===== config.mk =====
export PLATFORM = sky130hd
export DESIGN_NAME = tcw_core
export DESIGN_NICKNAME = d
export VERILOG_FILES = /design/src/tcw_pkg.sv /design/src/tcw_core.sv /design/src/tcw_prescale.sv
export VERILOG_INCLUDE_DIRS = /design/src
export SDC_FILE = /design/constraint.sdc
export NUM_CORES = 1
export LEC_CHECK = 0
export ABC_AREA = 1
export ABC_CLOCK_PERIOD_IN_PS = 8800
export BUFFER_PORTS_ARGS = -buffer_cell sky130_fd_sc_hd__buf_2
export CAP_MARGIN = 20
export CORE_UTILIZATION = 55
export CTS_CLUSTER_SIZE = 12
export DETAILED_ROUTE_END_ITERATION = 7
export PLACE_DENSITY = 0.85
export SLEW_MARGIN = 20
export SYNTH_ARGS = -nofsm -noshare
export SYNTH_HDL_FRONTEND = slang
export SYNTH_HIERARCHICAL = 1
export SYNTH_SLANG_ARGS = --single-unit
export TNS_END_PERCENT = 100

===== constraint.sdc =====
create_clock -name i_clk -period 8.8 [get_ports i_clk]
set_input_delay 0.88 -clock i_clk [delete_from_list [all_inputs] [get_ports i_clk]]
set_output_delay 0.88 -clock i_clk [all_outputs]
set_load 0.05 [all_outputs]

===== src/tcw_consts.svh =====
// constants for the timer compare waveform core
`ifndef TCW_CONSTS_SVH
`define TCW_CONSTS_SVH

// =====================================================================
// register byte offsets
`define TCW_OFS_CONTROL_ONE   8'h00
`define TCW_OFS_CONTROL_TWO   8'h04
`define TCW_OFS_CONTROL_FIVE  8'h08
`define TCW_OFS_CONTROL_SIX   8'h0c
`define TCW_OFS_EVENT_CONTROL 8'h10
`define TCW_OFS_FLAGS         8'h14
`define TCW_OFS_COUNT_VALUE   8'h18
`define TCW_OFS_PERIOD        8'h1c
`define TCW_OFS_PERIOD_BUFFER 8'h20
`define TCW_OFS_COMPARE_BASE  8'h24
`define TCW_OFS_CMPBUF_BASE   8'h30

// =====================================================================
// field positions
`define TCW_BIT_ENABLE        0
`define TCW_LSB_PRESCALE      1
`define TCW_LSB_CMP_EN        4
`define TCW_BIT_DIR_DOWN      0
`define TCW_BIT_PER_BV        0
`define TCW_LSB_CMP_BV        1
`define TCW_BIT_CNT_ON_EVENT  0
`define TCW_BIT_TOP_FLAG      0
`define TCW_LSB_MATCH_FLAG    4

// =====================================================================
// reset values
`define TCW_RST_PERIOD        16'hffff
`define TCW_RST_ZERO16        16'h0000

// =====================================================================
// prescaler divider exponents for settings 0..7
`define TCW_PSC_SHIFTS        {4'ha, 4'h8, 4'h6, 4'h4, 4'h3, 4'h2, 4'h1, 4'h0}
`define TCW_PSC_WIDTH         10

`endif


===== src/tcw_pkg.sv =====
// types for the timer compare waveform core
package tcw_pkg;

   typedef enum logic [2:0] {
      TCW_WG_NORMAL = 3'h0,
      TCW_WG_FREQ   = 3'h1,
      TCW_WG_SINGLE = 3'h3
   } tcw_waveform_mode_select_t;

   typedef logic [15:0] tcw_word_t;

endpackage


===== src/tcw_core.sv =====
// timer compare waveform core with apb registers
// =====================================================================
`timescale 1ns/1ps
`include "tcw_consts.svh"

module tcw_core
   import tcw_pkg::*;
(
   input  wire logic        i_clk,
   input  wire logic        i_rst,
   input  wire logic        i_ce,
   input  wire logic        i_psel,
   input  wire logic        i_penable,
   input  wire logic        i_pwrite,
   input  wire logic [7:0]  i_paddr,
   input  wire logic [31:0] i_pwdata,
   output logic             o_pready,
   output logic [31:0]      o_prdata,
   output logic             o_pslverr,
   input  wire logic        i_event,
   input  wire logic [2:0]  i_port_out,
   input  wire logic [2:0]  i_port_alt_out,
   input  wire logic [2:0]  i_pin_route,
   output logic [2:0]       o_pin_out,
   output logic [2:0]       o_pin_alt_out
);

   // ==================================================================
   // state
   logic              enable_q;
   logic [2:0]        prescale_q;
   tcw_waveform_mode_select_t       mode_q;
   logic [2:0]        cmp_en_q;
   logic              dir_down_q;
   logic              cnt_ev_q;
   logic              top_flag_q;
   logic [2:0]        match_flag_q;
   tcw_word_t         cnt_q;
   tcw_word_t         per_q;
   tcw_word_t         period_buffer_q;
   logic              per_bv_q;
   tcw_word_t         cmp_q    [3];
   tcw_word_t         cmpbuf_q [3];
   logic [2:0]        cmp_bv_q;
   logic [2:0]        wg_q;
   logic              event_q;
   logic              pready_q;
   logic [31:0]       prdata_q;
   logic              pslverr_q;

   // ==================================================================
   // bus decode
   logic        wr;
   logic        rd_known;
   logic [31:0] rdata;
   logic        wr_cnt;
   logic        wr_per;
   logic        wr_period_buffer;
   logic [2:0]  wr_cmp;
   logic [2:0]  wr_cmpbuf;
   logic        wr_flags;

   function automatic logic hit(input logic [7:0] a, input logic [7:0] ofs);
      hit = (a == ofs);
   endfunction

   // write takes effect only at the edge where the slave answers
   assign wr        = i_psel && i_penable && i_pwrite && pready_q;
   assign wr_cnt    = wr && hit(i_paddr, `TCW_OFS_COUNT_VALUE);
   assign wr_per    = wr && hit(i_paddr, `TCW_OFS_PERIOD);
   assign wr_period_buffer = wr && hit(i_paddr, `TCW_OFS_PERIOD_BUFFER);
   assign wr_flags  = wr && hit(i_paddr, `TCW_OFS_FLAGS);

   always_comb begin
      for (int n = 0; n < 3; n++) begin
         wr_cmp[n]    = wr && hit(i_paddr,
                        8'(`TCW_OFS_COMPARE_BASE + 4 * n));
         wr_cmpbuf[n] = wr && hit(i_paddr,
                        8'(`TCW_OFS_CMPBUF_BASE + 4 * n));
      end
   end

   always_comb begin
      rdata    = 32'h0000_0000;
      rd_known = 1'b1;
      case (i_paddr)
         `TCW_OFS_CONTROL_ONE:   rdata = {28'h000_0000, prescale_q, enable_q};
         `TCW_OFS_CONTROL_TWO:   rdata = {25'h000_0000, cmp_en_q, 1'b0,
                                          mode_q};
         `TCW_OFS_CONTROL_FIVE:  rdata = {31'h0000_0000, dir_down_q};
         `TCW_OFS_CONTROL_SIX:   rdata = {28'h000_0000, cmp_bv_q, per_bv_q};
         `TCW_OFS_EVENT_CONTROL: rdata = {31'h0000_0000, cnt_ev_q};
         `TCW_OFS_FLAGS:         rdata = {25'h000_0000, match_flag_q, 3'h0,
                                          top_flag_q};
         `TCW_OFS_COUNT_VALUE:   rdata = {16'h0000, cnt_q};
         `TCW_OFS_PERIOD:        rdata = {16'h0000, per_q};
         `TCW_OFS_PERIOD_BUFFER: rdata = {16'h0000, period_buffer_q};
         8'h24:                  rdata = {16'h0000, cmp_q[0]};
         8'h28:                  rdata = {16'h0000, cmp_q[1]};
         8'h2c:                  rdata = {16'h0000, cmp_q[2]};
         8'h30:                  rdata = {16'h0000, cmpbuf_q[0]};
         8'h34:                  rdata = {16'h0000, cmpbuf_q[1]};
         8'h38:                  rdata = {16'h0000, cmpbuf_q[2]};
         default:                rd_known = 1'b0;
      endcase
   end

   // one wait state: data is captured into flops at the edge where pready rises
   always_ff @(posedge i_clk) begin
      if (i_rst) begin
         pready_q  <= 1'b0;
         prdata_q  <= 32'h0000_0000;
         pslverr_q <= 1'b0;
      end else if (i_ce) begin
         if (i_psel && i_penable && !pready_q) begin
            pready_q  <= 1'b1;
            prdata_q  <= i_pwrite ? 32'h0000_0000 : rdata;
            pslverr_q <= !rd_known;
         end else begin
            pready_q  <= 1'b0;
            pslverr_q <= 1'b0;
         end
      end
   end

   assign o_pready  = pready_q;
   assign o_prdata  = prdata_q;
   assign o_pslverr = pslverr_q;

   // ==================================================================
   // control registers
   always_ff @(posedge i_clk) begin
      if (i_rst) begin
         enable_q   <= 1'b0;
         prescale_q <= 3'h0;
         mode_q     <= TCW_WG_NORMAL;
         cmp_en_q   <= 3'h0;
         dir_down_q <= 1'b0;
         cnt_ev_q   <= 1'b0;
      end else if (i_ce && wr) begin
         case (i_paddr)
            `TCW_OFS_CONTROL_ONE: begin
               enable_q   <= i_pwdata[`TCW_BIT_ENABLE];
               prescale_q <= i_pwdata[`TCW_LSB_PRESCALE +: 3];
            end
            `TCW_OFS_CONTROL_TWO: begin
               mode_q   <= tcw_waveform_mode_select_t'(i_pwdata[2:0]);
               cmp_en_q <= i_pwdata[`TCW_LSB_CMP_EN +: 3];
            end
            `TCW_OFS_CONTROL_FIVE: dir_down_q <= i_pwdata[`TCW_BIT_DIR_DOWN];
            `TCW_OFS_EVENT_CONTROL: cnt_ev_q <= i_pwdata[`TCW_BIT_CNT_ON_EVENT];
            default: ;
         endcase
      end
   end

   // ==================================================================
   // tick source
   logic psc_tick;
   logic tick;
   logic ev_rise;

   tcw_prescale u_prescale (
      .i_clk  (i_clk),
      .i_rst  (i_rst),
      .i_ce   (i_ce),
      .i_run  (enable_q && !cnt_ev_q),
      .i_sel  (prescale_q),
      .o_tick (psc_tick)
   );

   always_ff @(posedge i_clk) begin
      if (i_rst) begin
         event_q <= 1'b0;
      end else if (i_ce) begin
         event_q <= i_event;
      end
   end

   assign ev_rise = i_event && !event_q;
   assign tick = enable_q && (cnt_ev_q ? ev_rise : psc_tick);

   // ==================================================================
   // counter
   logic      is_frq;
   logic      is_ss;
   logic      count_down;
   tcw_word_t top;
   logic      at_top;
   logic      at_bottom;
   logic      upd;
   logic [2:0] match;

   assign is_frq     = (mode_q == TCW_WG_FREQ);
   assign is_ss      = (mode_q == TCW_WG_SINGLE);
   // waveform modes run upward from bottom to top
   assign count_down = dir_down_q && !is_frq && !is_ss;
   // top is the period, or compare zero in frequency mode
   assign top        = is_frq ? cmp_q[0] : per_q;
   assign at_top     = (cnt_q == top);
   assign at_bottom  = (cnt_q == `TCW_RST_ZERO16);
   // update at top when up-counting, at bottom when down-counting
   assign upd        = tick && (count_down ? at_bottom : at_top);

   always_comb begin
      for (int n = 0; n < 3; n++) begin
         match[n] = (cnt_q == cmp_q[n]);
      end
   end

   always_ff @(posedge i_clk) begin
      if (i_rst) begin
         cnt_q <= `TCW_RST_ZERO16;
      end else if (i_ce) begin
         if (wr_cnt) begin
            cnt_q <= i_pwdata[15:0];
         end else if (tick) begin
            if (count_down) begin
               cnt_q <= at_bottom ? per_q : cnt_q - 16'h0001;
            end else begin
               // wrap after top; above top runs past max
               cnt_q <= at_top ? `TCW_RST_ZERO16 : cnt_q + 16'h0001;
            end
         end
      end
   end

   // ==================================================================
   // period and buffer
   always_ff @(posedge i_clk) begin
      if (i_rst) begin
         per_q    <= `TCW_RST_PERIOD;
         period_buffer_q <= `TCW_RST_PERIOD;
         per_bv_q <= 1'b0;
      end else if (i_ce) begin
         if (wr_per) begin
            per_q <= i_pwdata[15:0];
         end else if (upd && per_bv_q) begin
            per_q <= period_buffer_q;
         end
         if (wr_period_buffer) begin
            period_buffer_q <= i_pwdata[15:0];
         end
         // set wins over the update clear
         if (wr_period_buffer) begin
            per_bv_q <= 1'b1;
         end else if (upd) begin
            per_bv_q <= 1'b0;
         end
      end
   end

   // ==================================================================
   // compare channels
   // three channels each with buffer and flag
   always_ff @(posedge i_clk) begin
      if (i_rst) begin
         for (int n = 0; n < 3; n++) begin
            cmp_q[n]    <= `TCW_RST_ZERO16;
            cmpbuf_q[n] <= `TCW_RST_ZERO16;
         end
         cmp_bv_q <= 3'h0;
      end else if (i_ce) begin
         for (int n = 0; n < 3; n++) begin
            // direct write, else buffer copy at update
            if (wr_cmp[n]) begin
               cmp_q[n] <= i_pwdata[15:0];
            end else if (upd && cmp_bv_q[n]) begin
               cmp_q[n] <= cmpbuf_q[n];
            end
            if (wr_cmpbuf[n]) begin
               cmpbuf_q[n] <= i_pwdata[15:0];
            end
            if (wr_cmpbuf[n]) begin
               cmp_bv_q[n] <= 1'b1;
            end else if (upd) begin
               cmp_bv_q[n] <= 1'b0;
            end
         end
      end
   end

   // flags are write-one-to-clear; a new event beats the clear
   always_ff @(posedge i_clk) begin
      if (i_rst) begin
         top_flag_q   <= 1'b0;
         match_flag_q <= 3'h0;
      end else if (i_ce) begin
         if (upd) begin
            top_flag_q <= 1'b1;
         end else if (wr_flags && i_pwdata[`TCW_BIT_TOP_FLAG]) begin
            top_flag_q <= 1'b0;
         end
         for (int n = 0; n < 3; n++) begin
            if (tick && match[n]) begin
               match_flag_q[n] <= 1'b1;
            end else if (wr_flags && i_pwdata[`TCW_LSB_MATCH_FLAG + n]) begin
               match_flag_q[n] <= 1'b0;
            end
         end
      end
   end

   // ==================================================================
   // waveform generation
   always_ff @(posedge i_clk) begin
      if (i_rst) begin
         wg_q <= 3'h0;
      end else if (i_ce) begin
         for (int n = 0; n < 3; n++) begin
            if (is_frq) begin
               if (tick && match[n]) begin
                  wg_q[n] <= !wg_q[n];
               end
            end else if (is_ss) begin
               // match clear beats set when compare equals top
               if (tick && match[n]) begin
                  wg_q[n] <= 1'b0;
               end else if (tick && at_top) begin
                  wg_q[n] <= 1'b1;
               end
            end else begin
               wg_q[n] <= 1'b0;
            end
         end
      end
   end

   // pins are registered so the override changes cleanly on an edge
   logic [2:0] ovr;
   assign ovr = (mode_q != TCW_WG_NORMAL && !cnt_ev_q) ? cmp_en_q : 3'h0;

   always_ff @(posedge i_clk) begin
      if (i_rst) begin
         o_pin_out     <= 3'h0;
         o_pin_alt_out <= 3'h0;
      end else if (i_ce) begin
         for (int n = 0; n < 3; n++) begin
            // override port value, optionally on the alternate pin
            o_pin_out[n]     <= (ovr[n] && !i_pin_route[n]) ? wg_q[n]
                                : i_port_out[n];
            o_pin_alt_out[n] <= (ovr[n] && i_pin_route[n]) ? wg_q[n]
                                : i_port_alt_out[n];
         end
      end
   end
endmodule


===== src/tcw_prescale.sv =====
// prescaler that turns the peripheral clock into timer ticks
`timescale 1ns/1ps
`include "tcw_consts.svh"

module tcw_prescale
   import tcw_pkg::*;
(
   input  wire logic       i_clk,
   input  wire logic       i_rst,
   input  wire logic       i_ce,
   input  wire logic       i_run,
   input  wire logic [2:0] i_sel,
   output logic            o_tick
);

   localparam logic [31:0] SHIFTS = `TCW_PSC_SHIFTS;

   logic [`TCW_PSC_WIDTH-1:0] div_q;
   logic [`TCW_PSC_WIDTH-1:0] mask;

   function automatic logic [`TCW_PSC_WIDTH-1:0] div_mask(
      input logic [2:0] sel);
      logic [3:0] sh;
      sh = SHIFTS[4*sel +: 4];
      div_mask = `TCW_PSC_WIDTH'((11'h001 << sh) - 11'h001);
   endfunction

   assign mask   = div_mask(i_sel);
   // stopped prescaler restarts aligned so the first tick is a full one
   assign o_tick = i_run && ((div_q & mask) == mask);

   always_ff @(posedge i_clk) begin
      if (i_rst) begin
         div_q <= '0;
      end else if (i_ce) begin
         if (!i_run) begin
            div_q <= '0;
         end else begin
            div_q <= div_q + `TCW_PSC_WIDTH'(1);
         end
      end
   end

endmodule

Word-level counts from Yosys, hierarchy flattened:

Memories as Yosys holds them, arrays and structs flattened.
Cells that the tools add are included.

* memory bits (writable): 96
* flip-flop bits (word level): 122
* memories: 2
* input bits: 56
* output and inout bits: 40

* reductions and logical operators: 86
* add/sub/neg operators: 4
* multiplexer cells: 99
* equal/unequal tests: 27
* bitwise gates (word level): 10
* shifts and indexed selects: 2

Memories
* cmp_q: depth 3, bits a word 16, rd ports 3, clocked after Yosys merged registers in 0, write ports 3, line tcw_core.sv:42 `tcw_word_t cmp_q [3];`
* cmpbuf_q: depth 3, bits a word 16, rd ports 3, clocked after Yosys merged registers in 0, write ports 3, line tcw_core.sv:43 `tcw_word_t cmpbuf_q [3];`

Operators by type and width (number)
* two-way mux 16 bit: 17
* case mux 16 bit (15 select lines): 1
* two-way mux 1 bit: 78
* equality test 16 bit: 4
* equality test 8 x 6 -> 1 bit (second input constant): 7
* logical AND 1 bit: 41
* equality test 8 x 5 -> 1 bit (second input constant): 4
* two-way mux 32 bit: 1
* AND reduction 2 bit: 16
* variable part select 32 x 6 -> 4 bit (first input constant): 1
* nonzero test 2 bit: 10
* adder 16 x 1 -> 16 bit (second input constant): 1
* equality test 8 x 4 -> 1 bit (second input constant): 2
* logical NOT 16 bit: 1
* subtractor 16 x 1 -> 16 bit (second input constant): 1
* OR reduction 15 bit: 1
* logical NOT 1 bit: 12
* adder 10 x 1 -> 10 bit (second input constant): 1
* AND 10 bit: 1
* equality test 10 bit: 1
* two-way mux 10 bit: 1
* << shifter 1 x 4 -> 10 bit (first input constant): 1
* subtractor 10 x 1 -> 10 bit (second input constant): 1
* != test 3 x 1 -> 1 bit (second input constant): 3
* 9 further kinds: 21

Logic depth before layout (Yosys ltp):

* depth after elaboration: 16
* gate-level depth with buffers: 23

Hierarchy:

Netlist, hierarchy kept.

Modules (own cells, without submodules)
* tcw_core: cells an instance 1592, area each 11501.0 sq um, instances 1
* tcw_prescale: cells an instance 109, area each 691.9 sq um, instances 1

Worst setup path after synthesis:

No wires, ideal clock.

* path type: input port to flip-flop
* from: input i_paddr[1]
* to: memory cmp_q[0][0] (netlist bit), enable pin
* setup slack: 5.729 ns
* data arrival time: 2.655 ns
* data required time: 8.384 ns
* buffers on the path: 1
* library setup time: 0.416 ns
* stages on the path: 11
* path through: nor2_1 > nand2_1 > nor2_1 > inv_1 > nor2_1 > inv_1 > o211ai_1 > inv_1 > nand3_4 > clkbuf_1 > nand3_1

RTL lines
* start, declared: line tcw_core.sv:15 `input wire logic [7:0] i_paddr,`
* end, declared: line tcw_core.sv:42

==> results.txt <==
The number of buffers on the longest clock path came out at 3. At the pin with the least slew margin, the transition time is 1110 ps. The final HPWL from detailed placement is 29.4 mm.

The detail-routed net length per standard cell is between 15 and 20 um. The setup check on the worst reg-to-reg path leaves a slack of 4090 ps. The endpoint identified for the worst register-to-register timing path is cmp_q[2][1]$_DFFE_PP_.

Setup repair after global routing left no endpoint under its margin. The signal on the critical path passes through clkinv_1 > ha_1 > inv_1 > nor3_1 > nand3_1 > inv_2 > nor2_1 > nor2_4 > nand2_1 > nor2_4 > inv_4 > nand3_1. The count of input and output buffers is 63.

The maximum VDD drop came out at 0.138 mV. The required time of the critical path is 8780 ps. The critical path capture point is cmp_q[2][1]$_DFFE_PP_. The number of distinct standard cells referenced by the synthesized netlist is 52. The layer flagged by global routing as most heavily used is met2.

The utilization after layout is 0.610. The number of remaining DRC errors came out at 0. The clock drives 202 sinks. The number of flops mapped to enable cells by yosys is 96. The setup violation total in the final timing report came out at 0. Max-cap violations in this run came to 0. The cell family contributing the most delay on the critical path is simple AND/OR/NAND/NOR gates. The critical register-to-register path startpoint is cnt_q[0]$_SDFFE_PP0P_. The number of vias in the routed layout came out at 12300. Counting every instance in the synthesized netlist gives about 1700. The area of the die came out at 22800 um2. The final total power is between 2 and 2.5 mW. The proportion of synthesized flip-flops having asynchronous set or reset is 0.

TritonCTS built the clock tree. The maximum single-stage delay on the critical path came out at a little under 800 ps. The filler cell count came out at roughly 1900. For the final database, setup skew stands at approximately 24 ps.

The number of gates on the worst path with buffers counted came out at 12. After detailed routing, the number of vias per cell comes to between 6 and 7. The root buffer selected by CTS is sky130_fd_sc_hd__clkbuf_16. Among all stages on the critical path, the largest delay is contributed by sky130_fd_sc_hd__nand3_1. The post-CTS repair timing setup buffer count is 0. The detailed-routing iteration count for the pre-antenna-repair pass came out at 6. The post-CTS resize count is 0. Hold is met by 458 ps. Together, buffers and inverters on the worst path number 4.

The category of the worst setup path capture point is a register. The final clock period utilization by the worst path is 0.536. The via count of the first global-routing pass is approximately 11000.

The post-detailed-routing wire length came out at 40.3 mm. The number of antenna cells inserted is 0. The static power due to leakage came out at 5.98 nW.

The maximum number of pins on one net before global-route repair is 59. In the layout the commonest cells are sky130_fd_sc_hd__nand2_1 (469), sky130_fd_sc_hd__inv_1 (191), sky130_fd_sc_hd__nand3_1 (123). The met2 track demand over resource came out at 0.526. Of all nets on the critical path, the largest fanout is 22.

The number of antenna violations at the first check in global routing is 0. Global routing finished with a remaining overflow of 0. The critical path startpoint category is a register.

The met1 track demand over resource came out at 0.476. The start-to-end type of the worst setup path is register to register. The routed design could run at a clock period as short as roughly 4700 ps. The relative max-transition margin is 0.257.

Clock-pin slew was measured on the worst setup and hold paths at 60 ps. After synthesis, the mean cell area works out to between 7 and 8 um2. The x dimension of the die is 151 um. The post-synthesis sequential element count is approximately 200. The number of hold violations in the final report came out at 0.

The number of buffers added by the clock tree synthesis step is 23. The layout overhead on the synthesized area is 8.92%. The number of I/O pins came out at between 90 and 100. The residual antenna-violating net count after detailed routing is 0. The first-pass GRT wire length came out at 61.1 mm. For this run, the post-layout net count is 1782. In this run the number of H-tree levels came out at 1. The detailed router's first-iteration violation count is ~1500. Leaving out fill and tap cells, the most frequent cell in the layout is sky130_fd_sc_hd__nand2_1.

The initialized floorplan defines between 50 and 60 standard-cell rows. The most used flip-flop cell after synthesis is sky130_fd_sc_hd__dfxtp_1. The clock latency reported for the late side of the worst-skew pair came out at 540 ps. Derived from the worst setup path, the maximum achievable clock frequency is between 200 and 250 MHz. The flow ran to the end, and the final reports show no timing, DRC or antenna violations.

The starting density of the core came out at 0.560. Across every metal layer, demand over resource in global routing totals 0.355. In the final layout, the share of cells above drive strength 1 is 0.0811. The chip height is 151 um. The total power per unit cell area is 159 nW/um2. Yosys printed 6 warnings. The launch point of the critical path is cnt_q[0]$_SDFFE_PP0P_.

The core region is 21800 um2. The number of buffers inserted for hold repair after clock tree synthesis is 0. The tightest min-delay check is of the register to register type. STA puts the critical path data arrival time at 4690 ps. The total count of max-transition violations in the final report came out at 0. The number of cells on the worst reg-to-reg path is 12. Of the synthesized area, sequential elements account for 0.410. The global placement routability congestion is 1.04. The global routing usage on met3 is 0.0898. The cell area after technology mapping is roughly 12000 um2. The setup TNS is 0 ps.
==> registers in the layout (all words and copies together), names as in the netlist, 10 cells and up <==
register / count
period_buffer_q: 16
per_q: 16
cmpbuf_q: 48
cmp_q: 48
u_prescale/div_q: 10
cnt_q: 16
o_prdata: 16
==> power breakdown <==
part           leakage [nW]  internal, mW  switching [mW]  total (mW)
Sequential             1.86          1.00          0.0123        1.01
Combinational          3.75        0.0257          0.0933       0.119
Clock                 0.375         0.582           0.401       0.983
Total                  5.98          1.61           0.506        2.11
==> kinds of logic after synthesis <==
family,Yosys count,share of synthesized area
other,1,0.000308
buffers and inverters,296,0.102
AOI/OAI and AO/OA,324,0.153
xor gates and xnor gates,41,0.0295
adders and majority gates,5,0.00513
and+or+nand+nor,832,0.300
DFF,202,0.410
==> cell usage after synthesis (2+ instances only) <==
| master | count | share of area |
|---|---|---|
| sky130_fd_sc_hd__clkinv_1 | 5 | 0.0015 |
| sky130_fd_sc_hd__o21bai_1 | 2 | 0.0012 |
| sky130_fd_sc_hd__buf_4 | 22 | 0.014 |
| sky130_fd_sc_hd__o22ai_1 | 19 | 0.0097 |
| sky130_fd_sc_hd__a31oi_1 | 2 | 0.0010 |
| sky130_fd_sc_hd__buf_2 | 15 | 0.0062 |
| sky130_fd_sc_hd__nand3_4 | 2 | 0.0029 |
| sky130_fd_sc_hd__buf_1 | 2 | 0.00062 |
| sky130_fd_sc_hd__xnor2_1 | 16 | 0.011 |
| sky130_fd_sc_hd__buf_6 | 3 | 0.0028 |
| sky130_fd_sc_hd__a221oi_1 | 28 | 0.020 |
| sky130_fd_sc_hd__xor2_1 | 25 | 0.018 |
| sky130_fd_sc_hd__nand3b_1 | 4 | 0.0025 |
| sky130_fd_sc_hd__nor2_4 | 8 | 0.0074 |
| sky130_fd_sc_hd__o21ai_1 | 7 | 0.0029 |
| sky130_fd_sc_hd__nand3_1 | 123 | 0.050 |
| sky130_fd_sc_hd__nor2_1 | 117 | 0.036 |
| sky130_fd_sc_hd__o211ai_1 | 25 | 0.015 |
| sky130_fd_sc_hd__inv_1 | 191 | 0.059 |
| sky130_fd_sc_hd__a211oi_1 | 3 | 0.0018 |
| sky130_fd_sc_hd__and2_1 | 32 | 0.016 |
| sky130_fd_sc_hd__ha_1 | 5 | 0.0051 |
| sky130_fd_sc_hd__clkbuf_1 | 49 | 0.015 |
| sky130_fd_sc_hd__a22oi_1 | 2 | 0.0012 |
| sky130_fd_sc_hd__or2_2 | 3 | 0.0015 |
| sky130_fd_sc_hd__nand2_2 | 2 | 0.0010 |
| sky130_fd_sc_hd__nand2_1 | 470 | 0.14 |
| sky130_fd_sc_hd__nand3_2 | 4 | 0.0033 |
| sky130_fd_sc_hd__dfxtp_1 | 106 | 0.17 |
| sky130_fd_sc_hd__inv_2 | 7 | 0.0022 |
| sky130_fd_sc_hd__nand4_1 | 31 | 0.016 |
| sky130_fd_sc_hd__nor2_2 | 2 | 0.0010 |
| sky130_fd_sc_hd__a21oi_1 | 107 | 0.044 |
| sky130_fd_sc_hd__nor3_1 | 22 | 0.0090 |
| sky130_fd_sc_hd__edfxtp_1 | 96 | 0.24 |
| sky130_fd_sc_hd__nand2_4 | 2 | 0.0018 |
| sky130_fd_sc_hd__o21ai_0 | 120 | 0.049 |
| sky130_fd_sc_hd__nor4_1 | 8 | 0.0041 |
==> worst min-delay path: stages (launching register included) <==
cell and delay, ps:
sky130_fd_sc_hd__dfxtp_1 300, sky130_fd_sc_hd__nand2_1 60, sky130_fd_sc_hd__a21oi_1 50
==> through the flow <==
step / setup WS, ps / area (um2) / cells
2_1_floorplan: 5730 / 12200 / 1716
6_report: 4090 / 13300 / 2018
3_5_place_dp: 4030 / 12500 / 1976
4_1_cts: 4300 / 13300 / 2018
3_3_place_gp: 4140 / 12500 / 1976
5_1_grt: 4030 / 13300 / 2018
==> cell type report <==
class | instances | area, um2 | area share
Inverter | 204 | 768 | 0.0578
Clock buffer | 35 | 662 | 0.0498
Clock inverter | 7 | 104 | 0.00782
Tap cell | 280 | 350 | 0.0264
Sequential cell | 202 | 5000 | 0.377
Timing Repair Buffer | 72 | 383 | 0.0288
Multi-Input combinational cell | 1218 | 6010 | 0.452
==> per-layer routing <==
layer | part of all wire | wire length (um)
met1 | 0.39 | 15600
met4 | 0.056 | 2240
met5 | 0 | 0
met3 | 0.14 | 5500
met2 | 0.42 | 17000
==> worst min-delay path by stage <==
stage	from	end	slack, ps	cells after the start
after floorplan	top_flag_q$_SDFFE_PP0P_	top_flag_q$_SDFFE_PP0P_	440	2
after global placement	o_pin_alt_out[1]$_SDFFE_PP0P_	o_pin_alt_out[1]$_SDFFE_PP0P_	450	2
after detailed placement	o_pin_out[1]$_SDFFE_PP0P_	o_pin_out[1]$_SDFFE_PP0P_	450	2
after CTS	o_pin_alt_out[0]$_SDFFE_PP0P_	o_pin_alt_out[0]$_SDFFE_PP0P_	460	2
after global routing	o_prdata[8]$_SDFFE_PP0P_	o_prdata[8]$_SDFFE_PP0P_	490	2
final	o_pin_alt_out[0]$_SDFFE_PP0P_	o_pin_alt_out[0]$_SDFFE_PP0P_	460	2
(Power assumes the default switching activity.)
